`config.mk`:
```
export PLATFORM = sky130hd
export DESIGN_NAME = cmc_comparator
export DESIGN_NICKNAME = d
export VERILOG_FILES = /design/src/cmc_pkg.sv /design/src/cmc_comparator.sv
export SDC_FILE = /design/constraint.sdc
export NUM_CORES = 1
export LEC_CHECK = 0
export BUFFER_PORTS_ARGS = -buffer_cell sky130_fd_sc_hd__clkbuf_2
export CORE_MARGIN = 2
export CORE_UTILIZATION = 38
export DETAILED_ROUTE_END_ITERATION = 8
export HOLD_SLACK_MARGIN = 0.08
export MAX_ROUTING_LAYER = met4
export PLACE_DENSITY = 0.76
export REMOVE_ABC_BUFFERS = 1
export SYNTH_ARGS = -nofsm -noshare
export SYNTH_HDL_FRONTEND = slang
export SYNTH_SLANG_ARGS = --single-unit
```
`constraint.sdc`:
```
create_clock -name hclk -period 1.3 [get_ports hclk]
set_input_delay 0.195 -clock hclk [delete_from_list [all_inputs] [get_ports hclk]]
set_output_delay 0.195 -clock hclk [all_outputs]
set_load 0.01 [all_outputs]
```
`src/cmc_pkg.sv`:
```
package cmc_pkg;

   // Register byte addresses on the AHB-Lite bus.
   localparam logic [7:0] ADDR_CTRL    = 8'h00;
   localparam logic [7:0] ADDR_SHARED  = 8'h04;
   localparam logic [7:0] ADDR_FLAG    = 8'h08;
   localparam logic [7:0] ADDR_IRQ_EN  = 8'h0C;
   localparam logic [7:0] ADDR_IRQ_CTL = 8'h10;

   // Field positions in the control, shared, flag and interrupt registers.
   localparam int CTRL_ENABLE_BIT   = 7;
   localparam int CTRL_RESULT_BIT   = 6;
   localparam int CTRL_PIN_OE_BIT   = 5;
   localparam int CTRL_INVERT_BIT   = 4;
   localparam int CTRL_SPEED_BIT    = 3;
   localparam int CTRL_REF_SEL_BIT  = 2;
   localparam int CTRL_CH_LSB       = 0;
   localparam int SHARED_MIRROR_BIT = 0;
   localparam int FLAG_BIT          = 0;
   localparam int IRQ_EN_BIT        = 0;
   localparam int IRQ_PERIPH_BIT    = 6;
   localparam int IRQ_GLOBAL_BIT    = 7;

   // Control register reset value: speed select set, all else clear.
   localparam logic [7:0] CTRL_RESET = 8'h08;

   // Four-phase system clock: phase counter values of the strobes.
   localparam logic [1:0] PHASE_ONE   = 2'h0;
   localparam logic [1:0] PHASE_THREE = 2'h2;

   localparam logic [1:0] HTRANS_NONSEQ = 2'h2;
   localparam logic [1:0] HTRANS_SEQ    = 2'h3;

   typedef struct packed {
      logic       enable;
      logic       pin_out_enable;
      logic       output_invert;
      logic       speed_power_select;
      logic       noninv_ref_select;
      logic [1:0] inv_input_select;
   } cmc_ctrl_type;

   typedef struct packed {
      logic       valid;
      logic       write;
      logic [7:0] addr;
   } cmc_aphase_type;

   typedef struct packed {
      cmc_ctrl_type   ctrl;
      cmc_aphase_type ap;
      logic [1:0]     phase;
      logic           latch_first;
      logic           latch_second;
      logic           mismatch_d;
      logic           irq_flag;
      logic           irq_enable;
      logic           periph_gate;
      logic           global_gate;
      logic           ctrl_access;
      logic [31:0]    rdata;
   } cmc_state_type;

endpackage

```
`src/cmc_comparator.sv`:
```
// Implementation choices: the placing of the registers and the AHB-Lite interface to the registers.
`timescale 1ns/1ns
// What this block does
// - Raw result high when noninverting input higher
// - Enable bit activates comparator; clear powers down
// - Two-bit field selects one of four pins
// - Reference bit picks internal reference or pin
// - Pin driven only with enable, OE, direction
// - Pin output enable overrides port data latch
// - Internal result registered each instruction cycle
// - Polarity bit one inverts the reported result
// - Speed bit resets to one, zero low-power
// - Flag sets on output change via latches
// - First latch loads phase three on access
// - First latch holds until next access, reset
// - Second latch samples output every phase one
// - Mismatch is XOR of both latches
// - Control write also clears mismatch condition
// - Mismatch works regardless of pin output enable
// - Flag set on mismatch rising edge
// - Software writes zero clears, one sets flag
// - Interrupt needs enable, peripheral, global gates
// - Disabled comparator feeds zero to polarity stage
// - Phase-one strobe held high during sleep
// - Result mirrored in shared second register
module cmc_comparator (
   // Clock and reset.
   input  wire logic        hclk,
   input  wire logic        hresetn,
   // AHB-Lite slave.
   input  wire logic        hsel,
   input  wire logic [31:0] haddr,
   input  wire logic [1:0]  htrans,
   input  wire logic        hwrite,
   input  wire logic [2:0]  hsize,
   input  wire logic [31:0] hwdata,
   input  wire logic        hready,
   output logic             hreadyout,
   output logic             hresp,
   output logic [31:0]      hrdata,
   // Analog front end.
   input  wire logic        cmp_raw_async,
   output logic             cmp_power_on,
   output logic             cmp_high_speed,
   output logic [3:0]       inv_input_route,
   output logic             noninv_route_ref,
   // Port pin and system.
   input  wire logic        pin_direction_bit,
   input  wire logic        sleep_mode,
   output logic             port_override,
   output logic             cmp_pin_out,
   output logic             cmp_pin_oe,
   output logic             cmp_irq
);

   cmc_pkg::cmc_state_type s_r;
   cmc_pkg::cmc_state_type s_nxt;
   logic                   raw_meta_r;
   logic                   raw_sync_r;
   logic                   cmp_result;
   logic                   raw_gated;
   logic                   phase_one_strobe;
   logic                   phase_three_strobe;
   logic                   mismatch;
   logic                   take;
   logic [31:0]            rd_word;

   // The comparator output is asynchronous to hclk.
   always_ff @(posedge hclk or negedge hresetn) begin
      if (!hresetn) begin
         raw_meta_r <= 1'b0;
         raw_sync_r <= 1'b0;
      end else begin
         raw_meta_r <= cmp_raw_async;
         raw_sync_r <= raw_meta_r;
      end
   end

   assign raw_gated = s_r.ctrl.enable & raw_sync_r;
   assign cmp_result = raw_gated ^ s_r.ctrl.output_invert;
   assign phase_one_strobe = (s_r.phase == cmc_pkg::PHASE_ONE) | sleep_mode;
   assign phase_three_strobe = (s_r.phase == cmc_pkg::PHASE_THREE);
   assign mismatch = s_r.latch_first ^ s_r.latch_second;
   assign take = hsel & hready & (htrans == cmc_pkg::HTRANS_NONSEQ
                                  | htrans == cmc_pkg::HTRANS_SEQ);

   always_comb begin
      rd_word = 32'h0000_0000;
      // Decoded in the address phase so that hrdata stands through the data phase.
      case (haddr[7:0])
         cmc_pkg::ADDR_CTRL: begin
            rd_word[cmc_pkg::CTRL_ENABLE_BIT]  = s_r.ctrl.enable;
            rd_word[cmc_pkg::CTRL_RESULT_BIT]  = s_r.latch_second;
            rd_word[cmc_pkg::CTRL_PIN_OE_BIT]  = s_r.ctrl.pin_out_enable;
            rd_word[cmc_pkg::CTRL_INVERT_BIT]  = s_r.ctrl.output_invert;
            rd_word[cmc_pkg::CTRL_SPEED_BIT]   = s_r.ctrl.speed_power_select;
            rd_word[cmc_pkg::CTRL_REF_SEL_BIT] = s_r.ctrl.noninv_ref_select;
            rd_word[cmc_pkg::CTRL_CH_LSB +: 2] = s_r.ctrl.inv_input_select;
         end
         cmc_pkg::ADDR_SHARED: rd_word[cmc_pkg::SHARED_MIRROR_BIT] = s_r.latch_second;
         cmc_pkg::ADDR_FLAG:   rd_word[cmc_pkg::FLAG_BIT] = s_r.irq_flag;
         cmc_pkg::ADDR_IRQ_EN: rd_word[cmc_pkg::IRQ_EN_BIT] = s_r.irq_enable;
         cmc_pkg::ADDR_IRQ_CTL: begin
            rd_word[cmc_pkg::IRQ_PERIPH_BIT] = s_r.periph_gate;
            rd_word[cmc_pkg::IRQ_GLOBAL_BIT] = s_r.global_gate;
         end
         default: rd_word = 32'h0000_0000;
      endcase
   end

   always_comb begin
      s_nxt = s_r;
      s_nxt.phase = s_r.phase + 2'h1;
      s_nxt.ap.valid = take;
      if (take) begin
         s_nxt.ap.write = hwrite;
         s_nxt.ap.addr  = haddr[7:0];
      end
      if (take && !hwrite) begin
         s_nxt.rdata = rd_word;
      end
      if (phase_three_strobe && s_r.ctrl_access) begin
         s_nxt.latch_first = cmp_result;
         s_nxt.ctrl_access = 1'b0;
      end
      // Access to the control register is remembered until phase three.
      // A new access in the loading cycle stays pending for the next phase three.
      if (s_r.ap.valid && s_r.ap.addr == cmc_pkg::ADDR_CTRL) begin
         s_nxt.ctrl_access = 1'b1;
      end
      if (phase_one_strobe) begin
         s_nxt.latch_second = cmp_result;
      end
      s_nxt.mismatch_d = mismatch;
      if (s_r.ap.valid && s_r.ap.write) begin
         case (s_r.ap.addr)
            cmc_pkg::ADDR_CTRL: begin
               s_nxt.ctrl.enable             = hwdata[cmc_pkg::CTRL_ENABLE_BIT];
               s_nxt.ctrl.pin_out_enable     = hwdata[cmc_pkg::CTRL_PIN_OE_BIT];
               s_nxt.ctrl.output_invert      = hwdata[cmc_pkg::CTRL_INVERT_BIT];
               s_nxt.ctrl.speed_power_select = hwdata[cmc_pkg::CTRL_SPEED_BIT];
               s_nxt.ctrl.noninv_ref_select  = hwdata[cmc_pkg::CTRL_REF_SEL_BIT];
               s_nxt.ctrl.inv_input_select   = hwdata[cmc_pkg::CTRL_CH_LSB +: 2];
            end
            cmc_pkg::ADDR_FLAG:   s_nxt.irq_flag = hwdata[cmc_pkg::FLAG_BIT];
            cmc_pkg::ADDR_IRQ_EN: s_nxt.irq_enable = hwdata[cmc_pkg::IRQ_EN_BIT];
            cmc_pkg::ADDR_IRQ_CTL: begin
               s_nxt.periph_gate = hwdata[cmc_pkg::IRQ_PERIPH_BIT];
               s_nxt.global_gate = hwdata[cmc_pkg::IRQ_GLOBAL_BIT];
            end
            default: s_nxt.irq_flag = s_r.irq_flag;
         endcase
      end
      // A hardware set wins over a software clear in the same cycle.
      if (mismatch && !s_r.mismatch_d) begin
         s_nxt.irq_flag = 1'b1;
      end
   end

   always_ff @(posedge hclk or negedge hresetn) begin
      if (!hresetn) begin
         s_r <= '{ctrl: cmc_pkg::cmc_ctrl_type'({cmc_pkg::CTRL_RESET[7],
                                                 cmc_pkg::CTRL_RESET[5:0]}),
                  ap: '0, phase: 2'h0,
                  latch_first: 1'b0, latch_second: 1'b0, mismatch_d: 1'b0,
                  irq_flag: 1'b0, irq_enable: 1'b0, periph_gate: 1'b0,
                  global_gate: 1'b0, ctrl_access: 1'b0, rdata: 32'h0000_0000};
      end else begin
         s_r <= s_nxt;
      end
   end

   assign hreadyout        = 1'b1;
   assign hresp            = 1'b0;
   assign hrdata           = s_r.rdata;
   assign cmp_power_on     = s_r.ctrl.enable;
   assign cmp_high_speed   = s_r.ctrl.speed_power_select;
   assign noninv_route_ref = s_r.ctrl.noninv_ref_select;
   assign inv_input_route  = 4'h1 << s_r.ctrl.inv_input_select;
   assign port_override    = s_r.ctrl.pin_out_enable;
   assign cmp_pin_oe       = s_r.ctrl.pin_out_enable & ~pin_direction_bit
                             & s_r.ctrl.enable;
   assign cmp_pin_out      = cmp_pin_oe & cmp_result;
   assign cmp_irq          = s_r.irq_flag & s_r.irq_enable & s_r.periph_gate
                             & s_r.global_gate;

   AST_RESET_SPEED: assert property (@(posedge hclk)
      $rose(hresetn) |-> s_r.ctrl.speed_power_select)
      else $error("speed select not one after reset");
   AST_PIN_DRIVE: assert property (@(posedge hclk) disable iff (!hresetn)
      cmp_pin_oe |-> s_r.ctrl.enable && s_r.ctrl.pin_out_enable && !pin_direction_bit)
      else $error("pin driven without all three conditions");
   AST_DISABLED_ZERO: assert property (@(posedge hclk) disable iff (!hresetn)
      !s_r.ctrl.enable |-> cmp_result == s_r.ctrl.output_invert)
      else $error("disabled comparator result not equal polarity");
   AST_SECOND_LATCH: assert property (@(posedge hclk) disable iff (!hresetn)
      phase_one_strobe |=> s_r.latch_second == $past(cmp_result))
      else $error("second latch missed phase one sample");
   AST_FIRST_HOLD: assert property (@(posedge hclk) disable iff (!hresetn)
      !(phase_three_strobe && s_r.ctrl_access) |=> $stable(s_r.latch_first))
      else $error("first latch changed without access");
   AST_FLAG_ON_EDGE: assert property (@(posedge hclk) disable iff (!hresetn)
      (mismatch && !s_r.mismatch_d) |=> s_r.irq_flag)
      else $error("flag not set on mismatch edge");
   AST_ACCESS_RELOAD: assert property (@(posedge hclk) disable iff (!hresetn)
      (s_r.ap.valid && s_r.ap.addr == cmc_pkg::ADDR_CTRL) |-> ##[1:4] phase_three_strobe
      ##1 (s_r.latch_first == $past(cmp_result)))
      else $error("first latch not loaded after control access");
   AST_IRQ_GATE: assert property (@(posedge hclk) disable iff (!hresetn)
      cmp_irq |-> s_r.irq_flag && s_r.irq_enable && s_r.periph_gate && s_r.global_gate)
      else $error("interrupt raised with a gate closed");
   AST_SLEEP_STROBE: assert property (@(posedge hclk) disable iff (!hresetn)
      sleep_mode |-> phase_one_strobe)
      else $error("phase one strobe low in sleep");

   COV_FLAG_SET: cover property (@(posedge hclk) disable iff (!hresetn) $rose(s_r.irq_flag));
   COV_IRQ: cover property (@(posedge hclk) disable iff (!hresetn) $rose(cmp_irq));
   COV_PIN: cover property (@(posedge hclk) disable iff (!hresetn) cmp_pin_oe && cmp_pin_out);
   COV_CLEAR: cover property (@(posedge hclk) disable iff (!hresetn) $fell(mismatch));

endmodule

```
==> qor.csv, run 1 <==
metric,value,unit
run status,"complete, but fails checks",
failing checks,negative setup slack,
via count of the first global-routing pass,1258,
worst-path fanout max,3,
Skew-Pair Late Insertion Delay,0.28,ns
CTS H-tree lvls,2,
remaining global-route overflow,0,
endpoint type of the worst setup path,flip-flop,
Max Root-Sink Buffers,2,
gpl congestion,0.859,
ANT cells,0,
CTS tree,built,
data required time of the worst path,1.47,ns
Max Fclk,660,MHz
area growth from synthesis to final layout,24.6,%
count of distinct cell types in the synthesized netlist,35,
fraction of final layout cells sized beyond drive strength 1,46.6,%
height of the die,73.7,um
average via count per standard cell,4.70,
fraction of synthesized area in multiplexers,13.2,%
Hold Fails Final Rpt,0,
count of state elements after synthesis,37,
Post-Synth XOR/XNOR Area,0.949,%
Port-buffer cells,43,
number of sinks handled by clock tree synthesis,37,
post-route fraction of the period consumed by the critical path,117,%
largest net degree at the start of global routing,38,
number of max-capacitance violations reported,0,
final worst-path setup slack,-0.215,ns
proportion of synthesized flip-flops having asynchronous set or reset,100,%
Hold/Removal Path Class,in2reg,
Die X-Extent,73.7,um
global-route wire length before repair,6050,um
post-layout instance area,2300,sq um
Post-Synthesis Cells,155,
detailed placer's ending HPWL,2740,um
total via count in the routed design,1301,
final wirelength,3670,um
initial standard-cell utilization of the core,39.3,%
Final min period,1.52,ns
synthesized area per cell,11.9,sq um
Worst Setup Path Type,reg2reg,
aggregate global-route resource usage,15.1,%
number of buffers created by CTS,5,
"EDFF count, synth",0,
Placed Instances,261,
post-route non-filler standard cell count,277,
largest family of logic cells by synthesized area,buffers and inverters,
number of DRC markers after the initial detailed-route iteration,46,
number of warnings issued by yosys,0,
Setup WS pre-CTS,-0.218,ns
standby leakage power,1.17,nW
final setup fails,11,
final setup skew,0.00162,ns
synthesized-area fraction occupied by and/or/nand/nor cells,12.7,%
count of standard-cell rows,25,
number of remaining DRC errors,0,
PwrDens,1160,nW/um^2
"most common cell after layout, fill and taps aside",clkbuf_2,
cell area after synthesis,1850,sq um
core area,4690,sq um
Antenna Nets Post-Route,0,
sequential-to-total area share from yosys stat,50.2,%
"Data arrival, critical path",1.69,ns
most used cells in the layout excluding fill and tap cells,"clkbuf_2 (42), dfrtp_1 (36), conb_1 (26)",
full die area,5430,sq um
Post-Route Utilization,49.0,%
RSZ-0062 raised after global routing,yes,
Max Slew Vio Count,0,
clk slew on worst S/H paths,0.07,ns
final net count,301,
number of primary I/O pins,122,
clock root buffer,clkbuf_8,
"sum of internal, switching and leakage power",0.00266,W
synthesized-area fraction occupied by adder cells,1.36,%
worst voltage drop across the vdd grid,676,uV
average routed wire per standard cell,13.2,um
Compound-Gate Fraction of Synth Area,6.24,%
initial antenna violation count,0,
prevailing post-synth register cell,dfrtp_1,
crit path launch type,flip-flop,
First-pass DRT Iterations,4,
cell area reported after detailed placement,2120,sq um
## synthesized netlist by cell type, types with 2 or more instances
cell type,instances,area share [%]
dfrtp_1,36,49
buf_4,34,14
mux2_2,19,12
a22o_1,5,2.4
inv_1,5,1.0
nand2_1,5,1.0
nor2b_1,5,1.7
a21oi_1,4,1.1
nand3_1,4,1.1
nor2_1,4,0.81
mux2i_1,3,1.6
o21ai_0,3,0.81
conb_1,2,0.41
ha_1,2,1.4
nand4_1,2,0.68
nor4_1,2,0.68
xor2_1,2,0.95
## area by class of cell
cell class / count / area, sq um
Inverter: 5 / 18.8
Timing Repair Buffer: 70 / 439
Multi-Input combinational cell: 103 / 764
Clock buffer: 6 / 72.6
Tap cell: 54 / 67.6
Clock inverter: 2 / 10.0
Sequential cell: 37 / 927
Fill cell: 434 / 2390
## path summary, 6_finish.rpt
check,endpoint,slack (ns),from,depth (start not counted)
hold reg to reg,raw_sync_r,0.35,raw_meta_r,0
hold / removal,cmp_high_speed,0.14,hwdata[3],2
setup / recovery,s_r[33],-0.22,s_r[47],4
max in group asynchronous,cmp_high_speed,0.63,hresetn,3
setup reg to reg,s_r[33],-0.22,s_r[47],4
min in group asynchronous,s_r[37],0.41,hresetn,3
## per-stage QoR
| step | setup TNS, ns | hold WS [ns] |
|---|---|---|
| after floorplan | -0.453 | -0.101 |
| after global placement | -1.44 | 0.184 |
| after detailed placement | -1.80 | 0.181 |
| after CTS | -1.92 | 0.132 |
| after global routing | -3.04 | 0.137 |
| final | -1.82 | 0.139 |
## cells by family (layout without fill, tap and decap cells)
logic type	after synthesis	in the layout
buffers and inverters	39	83
multiplexers	22	22
adder cells (fa/ha/maj)	2	2
AND/OR/NAND/NOR	34	34
other	2	26
AO/OA/AOI/OAI	17	17
XOR/XNOR	2	2
flip-flops	37	37
## worst max-delay path, cell delays in order, from the launching register on
cell,delay [ns]
dfrtp_1,0.40
nor4b_4,0.39
buf_4,0.18
nand4_1,0.13
mux2_2,0.30
## routing by layer
layer  GRT usage, %  part of all wire [%]  vias to the layer above  routed length [um]
li1               -                     -                      618                   -
met1           19.8                    44                      628                1620
met2           23.5                    50                       52                1820
met3           3.29                   5.5                        3                 200
met4           4.24                  0.60                        0                  22
met5              -                     0                        -                   0
## what timing repair did
item,4_1_cts,5_1_grt
gates resized for setup,2,7
setup endpoints to repair,12,14
setup buffers,4,3
hold endpoints to repair,37,0
hold buffers,2,0
pin swaps,4,4
## flip-flops by register name, summed over array words and instances, names as in the netlist
name              flops
s_r                  23
hrdata                8
cmp_high_speed        1
cmp_power_on          1
noninv_route_ref      1
port_override         1
raw_meta_r            1
raw_sync_r            1
## where the power goes
part	switching (W)	leakage [nW]	internal (W)	total, W
logic	0.000254	0.671	0.000284	0.000537
clock network	0.000387	0.0450	0.000371	0.000758
registers	0.0000927	0.451	0.00127	0.00136
total	0.000733	1.17	0.00193	0.00266
(Power assumes the default switching activity.)
==> inputs of run 2 (changes only) <==
- CORE_UTILIZATION: 38 -> 45
- PLACE_DENSITY: 0.76 -> 0.84
- clock period: 1.3 -> 2 ns (I/O delays scaled with it)
==> run 2 against run 1 <==
Against the previous run:
- the flow now finishes without violations
- core utilization up 4.3 points
- sequential share of layout area up 3.5 points
- critical endpoint is now noninv_route_ref
- die area down 15%
- wire length down 13%
- design area down 7.9%
- clock skew up 0.0018 ns
- largest cell class unchanged
- largest power group unchanged
==> qor.csv, run 2 (synthesis gave the netlist of run 1 again) <==
metric,value,unit
core area,3970,sq um
combinational fraction of design power,12.6,%
average routed wire per standard cell,12.9,um
average via count per standard cell,4.69,
top register by number of flip-flops,s_r,
full die area,4630,sq um
area growth from synthesis to final layout,14.7,%
number of sinks handled by clock tree synthesis,37,
Internal Dissipation,0.00144,W
Max Root-Sink Buffers,2,
Sequential Power Share,47.5,%
Port-buffer cells,43,
Antenna Nets Post-Route,0,
Max Fclk,623,MHz
Sequential cell area,927,sq um
worst voltage drop across the vdd grid,506,uV
net switching fraction of the power,24.2,%
aggregate global-route resource usage,15.1,%
Die X-Extent,68.0,um
final setup skew,0.00342,ns
worst-path fanout max,7,
# hold bufs at CTS,1,
initial standard-cell utilization of the core,46.5,%
remaining global-route overflow,0,
detailed placer's ending HPWL,2460,um
crit path launch type,flip-flop,
ANT cells,0,
Max Slew Vio Count,0,
post-route fraction of the period consumed by the critical path,80.2,%
total via count in the routed design,1169,
Worst Setup Path Type,reg2reg,
via count of the first global-routing pass,1050,
number of remaining DRC errors,0,
CTS H-tree lvls,2,
final setup fails,0,
PwrDens,896,nW/um^2
number of max-capacitance violations reported,0,
RSZ-0062 raised after global routing,no,
data required time of the worst path,2.17,ns
initial antenna violation count,0,
post-route worst hold slack,0.118,ns
CTS tree,built,
number of primary I/O pins,122,
clock share of power,39.8,%
post_cts resized,0,
clock root buffer,clkbuf_8,
Hold Fails Final Rpt,0,
run status,"finished, final reports clean",
final wirelength,3210,um
largest net degree at the start of global routing,38,
final worst-path setup slack,0.395,ns
fraction of final layout cells sized beyond drive strength 1,38.2,%
Final min period,1.60,ns
Setup WS pre-CTS,0.385,ns
standby leakage power,1.06,nW
clk slew on worst S/H paths,0.07,ns
post-CTS setup buffer count,0,
count of standard-cell rows,23,
number of buffers created by CTS,5,
global-route wire length before repair,4940,um
Hold/Removal Path Class,in2reg,
final total negative setup slack,0,ns
"Data arrival, critical path",1.78,ns
number of DRC markers after the initial detailed-route iteration,30,
endpoint type of the worst setup path,flip-flop,
"most common cell after layout, fill and taps aside",clkbuf_2,
fillers,352,
gpl congestion,0.809,
height of the die,68.0,um
final net count,277,
most used cells in the layout excluding fill and tap cells,"clkbuf_2 (43), dfrtp_1 (36), conb_1 (26)",
multi-input gate area in the final layout,734,sq um
Skew-Pair Late Insertion Delay,0.28,ns
max FFs per register,23,
First-pass DRT Iterations,4,
switching power total,0.000459,W
-- run 2: cell types whose count changed in the layout (fill, tap and decap cells not counted), sizes merged --
cell,before,now
bufinv,0,2
clkinv,2,1
dlygate4sd3,2,1
buf,26,2
-- run 2: area by class of cell --
class / count / area share, %
Clock buffer: 5 / 3.25
Clock inverter: 3 / 3.07
Inverter: 5 / 0.887
Multi-Input combinational cell: 103 / 34.7
Sequential cell: 37 / 43.8
Tap cell: 50 / 2.96
Timing Repair Buffer: 46 / 11.3
-- run 2: critical path: stages, from the launching register on --
cell and delay [ns]:
dfrtp_1 0.41, nor4b_4 0.44, nand3_2 0.30, mux2_2 0.35
-- run 2: path summary, 6_finish.rpt --
path	depth (start not counted)	end	slack (ns)	start
hold / removal	1	raw_meta_r	0.12	cmp_raw_async
max in group asynchronous	3	cmp_high_speed	1.06	hresetn
setup / recovery	3	noninv_route_ref	0.40	s_r[47]
setup reg to reg	3	noninv_route_ref	0.40	s_r[47]
min in group asynchronous	3	noninv_route_ref	0.61	hresetn
hold reg to reg	0	raw_sync_r	0.36	raw_meta_r
-- run 2: layer usage --
layer / routed length (um) / up-vias / GRT usage (%)
li1: - / 570 / -
met1: 1430 / 553 / 21.0
met2: 1560 / 43 / 21.2
met3: 186 / 3 / 4.61
met4: 24 / 0 / 4.25
met5: 0 / - / -
-- run 2: stage by stage --
stage / util, % / area (sq um) / power [W] / std cells
global route: 53.3 / 2120 / 0.00198 / 249
finish: 53.3 / 2120 / 0.00190 / 249
detailed placement: 49.7 / 1970 / 0.00116 / 240
CTS: 53.3 / 2120 / 0.00191 / 249
global placement: 49.7 / 1970 / 0.00114 / 240
floorplan: - / 1680 / 0.00105 / 145
-- run 2: power groups by stage --
stage	registers [W]	clock network, W	logic (W)
final	0.000901	0.000755	0.000240
after CTS	0.000902	0.000771	0.000242
after global routing	0.000915	0.000799	0.000269
after detailed placement	0.000916	0	0.000240
after floorplan	0.000904	0	0.000147
after global placement	0.000911	0	0.000234
==> inputs of run 3 (changes only) <==
- ABC_AREA: not set -> 1
- CORE_UTILIZATION: 45 -> 39
- PLACE_DENSITY: 0.84 -> 0.76
- clock period: 2 -> 1.4 ns (I/O delays scaled with it)
==> run 3 against run 2 <==
Against the previous run:
- the flow now finishes with violations (negative setup slack)
- critical endpoint is now cmp_pin_out
- sequential share of layout area down 2.9 points
- via count up 28%
- area after synthesis up 6.0%
- global-route usage down 0.33 points
- first-iteration DRC count rose to 4.2 times the previous value
- clock power up 27%
- clock skew up 0.0031 ns
- die area up 21%
- largest power group unchanged
- non-clock buffer count up 3
- sequential power up 49%
==> qor.csv, run 3 <==
metric,value,unit
met3 Resource Use GR,5.22,%
area growth from synthesis to final layout,15.9,%
Internal Dissipation,0.00204,W
remaining global-route overflow,0,
gpl congestion,0.806,
number of primary I/O pins,122,
Port-buffer cells,43,
cells taking the most area after synthesis,"dfrtp_1 (46%), buf_4 (13%), nand2_1 (13%), nand3_1 (5.4%), inv_1 (5.2%)",
total via count in the routed design,1500,
global-route wire length before repair,5820,um
final wirelength,3650,um
end of the worst register-to-register path,port_override,
final net count,365,
post-route fraction of the period consumed by the critical path,104,%
average routed wire per standard cell,10.3,um
combinational fraction of design power,21.3,%
"most common cell after layout, fill and taps aside",nand2_1,
proportion of synthesized flip-flops having asynchronous set or reset,100,%
ANT cells,0,
final worst-path setup slack,-0.0621,ns
"Data arrival, critical path",1.25,ns
crit path launch type,flip-flop,
"reg-to-reg slack, setup",0.17,ns
full die area,5600,sq um
number of remaining DRC errors,0,
aggregate global-route resource usage,14.7,%
count of distinct cell types in the synthesized netlist,24,
worst voltage drop across the vdd grid,439,uV
number of max-capacitance violations reported,0,
height of the die,74.8,um
count of standard-cell rows,25,
Post-Synthesis Cells,241,
top register by number of flip-flops,s_r,
run status,"complete, but fails checks",
final setup skew,0.00648,ns
number of sinks handled by clock tree synthesis,37,
Skew-Pair Late Insertion Delay,0.30,ns
First-pass DRT Iterations,4,
PwrDens,1290,nW/um^2
Hold Fails Final Rpt,0,
worst-path fanout max,4,
clk slew on worst S/H paths,0.07,ns
largest net degree at the start of global routing,38,
synthesized area per cell,8.11,sq um
Worst Hold Path Cells,3,
fillers,472,
endpoint type of the worst setup path,output pin,
GRT Max-Usage Layer,met2,
net switching fraction of the power,30.2,%
most used cells in the layout excluding fill and tap cells,"nand2_1 (68), clkbuf_2 (41), dfrtp_1 (36)",
via count of the first global-routing pass,1304,
initial standard-cell utilization of the core,40.9,%
number of buffers created by CTS,5,
Worst Setup Path Type,reg2out,
Worst Min Path Start,hwdata[3],
final total negative setup slack,-0.0621,ns
routing usage on met2,22.2,%
core area,4790,sq um
initial antenna violation count,0,
Placed Instances,342,
Die X-Extent,74.8,um
endpoint of the worst hold-timing path,cmp_high_speed,
"EDFF count, synth",0,
most numerous cell in the Yosys netlist,nand2_1,
prevailing post-synth register cell,dfrtp_1,
data required time of the worst path,1.19,ns
Final min period,1.46,ns
Yosys top cell area share,46.1,%
switching power total,0.000881,W
max FFs per register,23,
average via count per standard cell,4.24,
Max Fclk,684,MHz
post-layout instance area,2270,sq um
RSZ-0062 raised after global routing,yes,
"sum of internal, switching and leakage power",0.00292,W
cell area after synthesis,1960,sq um
sequential-to-total area share from yosys stat,47.4,%
CTS tree,built,
Sequential Power Share,45.8,%
met1 demand-to-capacity share in global routing,18.0,%
Max Root-Sink Buffers,2,
fraction of final layout cells sized beyond drive strength 1,23.3,%
depth of the most critical reg-to-reg path,6,
clock share of power,32.9,%
count of state elements after synthesis,37,
post-route non-filler standard cell count,354,
clock root buffer,clkbuf_8,
detailed placer's ending HPWL,2830,um
Hold/Removal Path Class,in2reg,
post-synth top area cell,dfrtp_1,
Max Slew Vio Count,0,
CTS H-tree lvls,2,
most frequent cells after synthesis,"nand2_1 (68), dfrtp_1 (36), buf_4 (34)",
standby leakage power,1.32,nW
number of warnings issued by yosys,0,
final setup fails,1,
failing checks,negative setup slack,
number of DRC markers after the initial detailed-route iteration,126,
Reg-to-Reg Start,s_r[47],
Antenna Nets Post-Route,0,
cell area reported after detailed placement,2100,sq um
-- run 3: power groups by stage --
stage / combinational (W) / clock [W] / sequential (W)
after global routing: 0.000723 / 0.00103 / 0.00136
final: 0.000621 / 0.000962 / 0.00134
after detailed placement: 0.000582 / 0 / 0.00135
after global placement: 0.000569 / 0 / 0.00135
after floorplan: 0.000353 / 0 / 0.00134
after CTS: 0.000622 / 0.000991 / 0.00133
-- run 3: repair_timing --
action | in CTS | in global routing
setup buffers | 2 | 0
resized for setup | 1 | 4
endpoints found under the hold margin | 37 | 0
pin swaps | 0 | 1
endpoints found under the setup margin | 2 | 2
hold buffers | 2 | 0
-- run 3: layout make-up --
class,instances,area (sq um),share of cell area [%]
Clock inverter,2,37.5,1.66
Clock buffer,6,82.6,3.64
Inverter,29,109,4.80
Tap cell,67,83.8,3.70
Multi-Input combinational cell,164,761,33.6
Timing Repair Buffer,49,265,11.7
Sequential cell,37,927,40.9
-- run 3: layer usage --
metal	routed length, um	up-vias
met5	0	-
met4	58	0
met3	210	8
met2	1720	48
met1	1660	671
li1	-	773
-- run 3: how the worst max path moves through the flow --
stage | end | start | cells past startpoint
final | cmp_pin_out | cmp_power_on | 5
after global routing | cmp_pin_out | cmp_power_on | 5
after CTS | cmp_pin_out | cmp_power_on | 5
after detailed placement | port_override | s_r[47] | 6
after global placement | s_r[56] | s_r[47] | 6
after floorplan | cmp_pin_out | cmp_power_on | 4
-- run 3: worst max-delay path: stages (launching register included) --
cell	delay, ns
dfrtp_1	0.43
nand2_1	0.10
xor2_1	0.15
inv_1	0.07
nor2_1	0.07
buf_2	0.13
-- run 3: kinds of logic (layout without fill, tap and decap cells) --
logic type / Yosys count / count (layout) / share of synthesized area [%]
flops: 37 / 37 / 47.4
other cells: 2 / 26 / 0.384
compound gates: 16 / 16 / 4.35
simple gates: 118 / 118 / 26.8
buf+inv: 64 / 86 / 18.9
fa+ha+maj: 2 / 2 / 1.28
xor+xnor: 2 / 2 / 0.896
-- run 3: through the flow --
step	util (%)	hold WS, ns	setup WS, ns
finish	47.3	0.107	-0.0621
global route	47.3	0.119	-0.145
CTS	47.2	0.106	-0.0843
detailed placement	43.9	0.278	0.175
global placement	43.9	0.278	0.197
floorplan	-	-0.0856	0.111
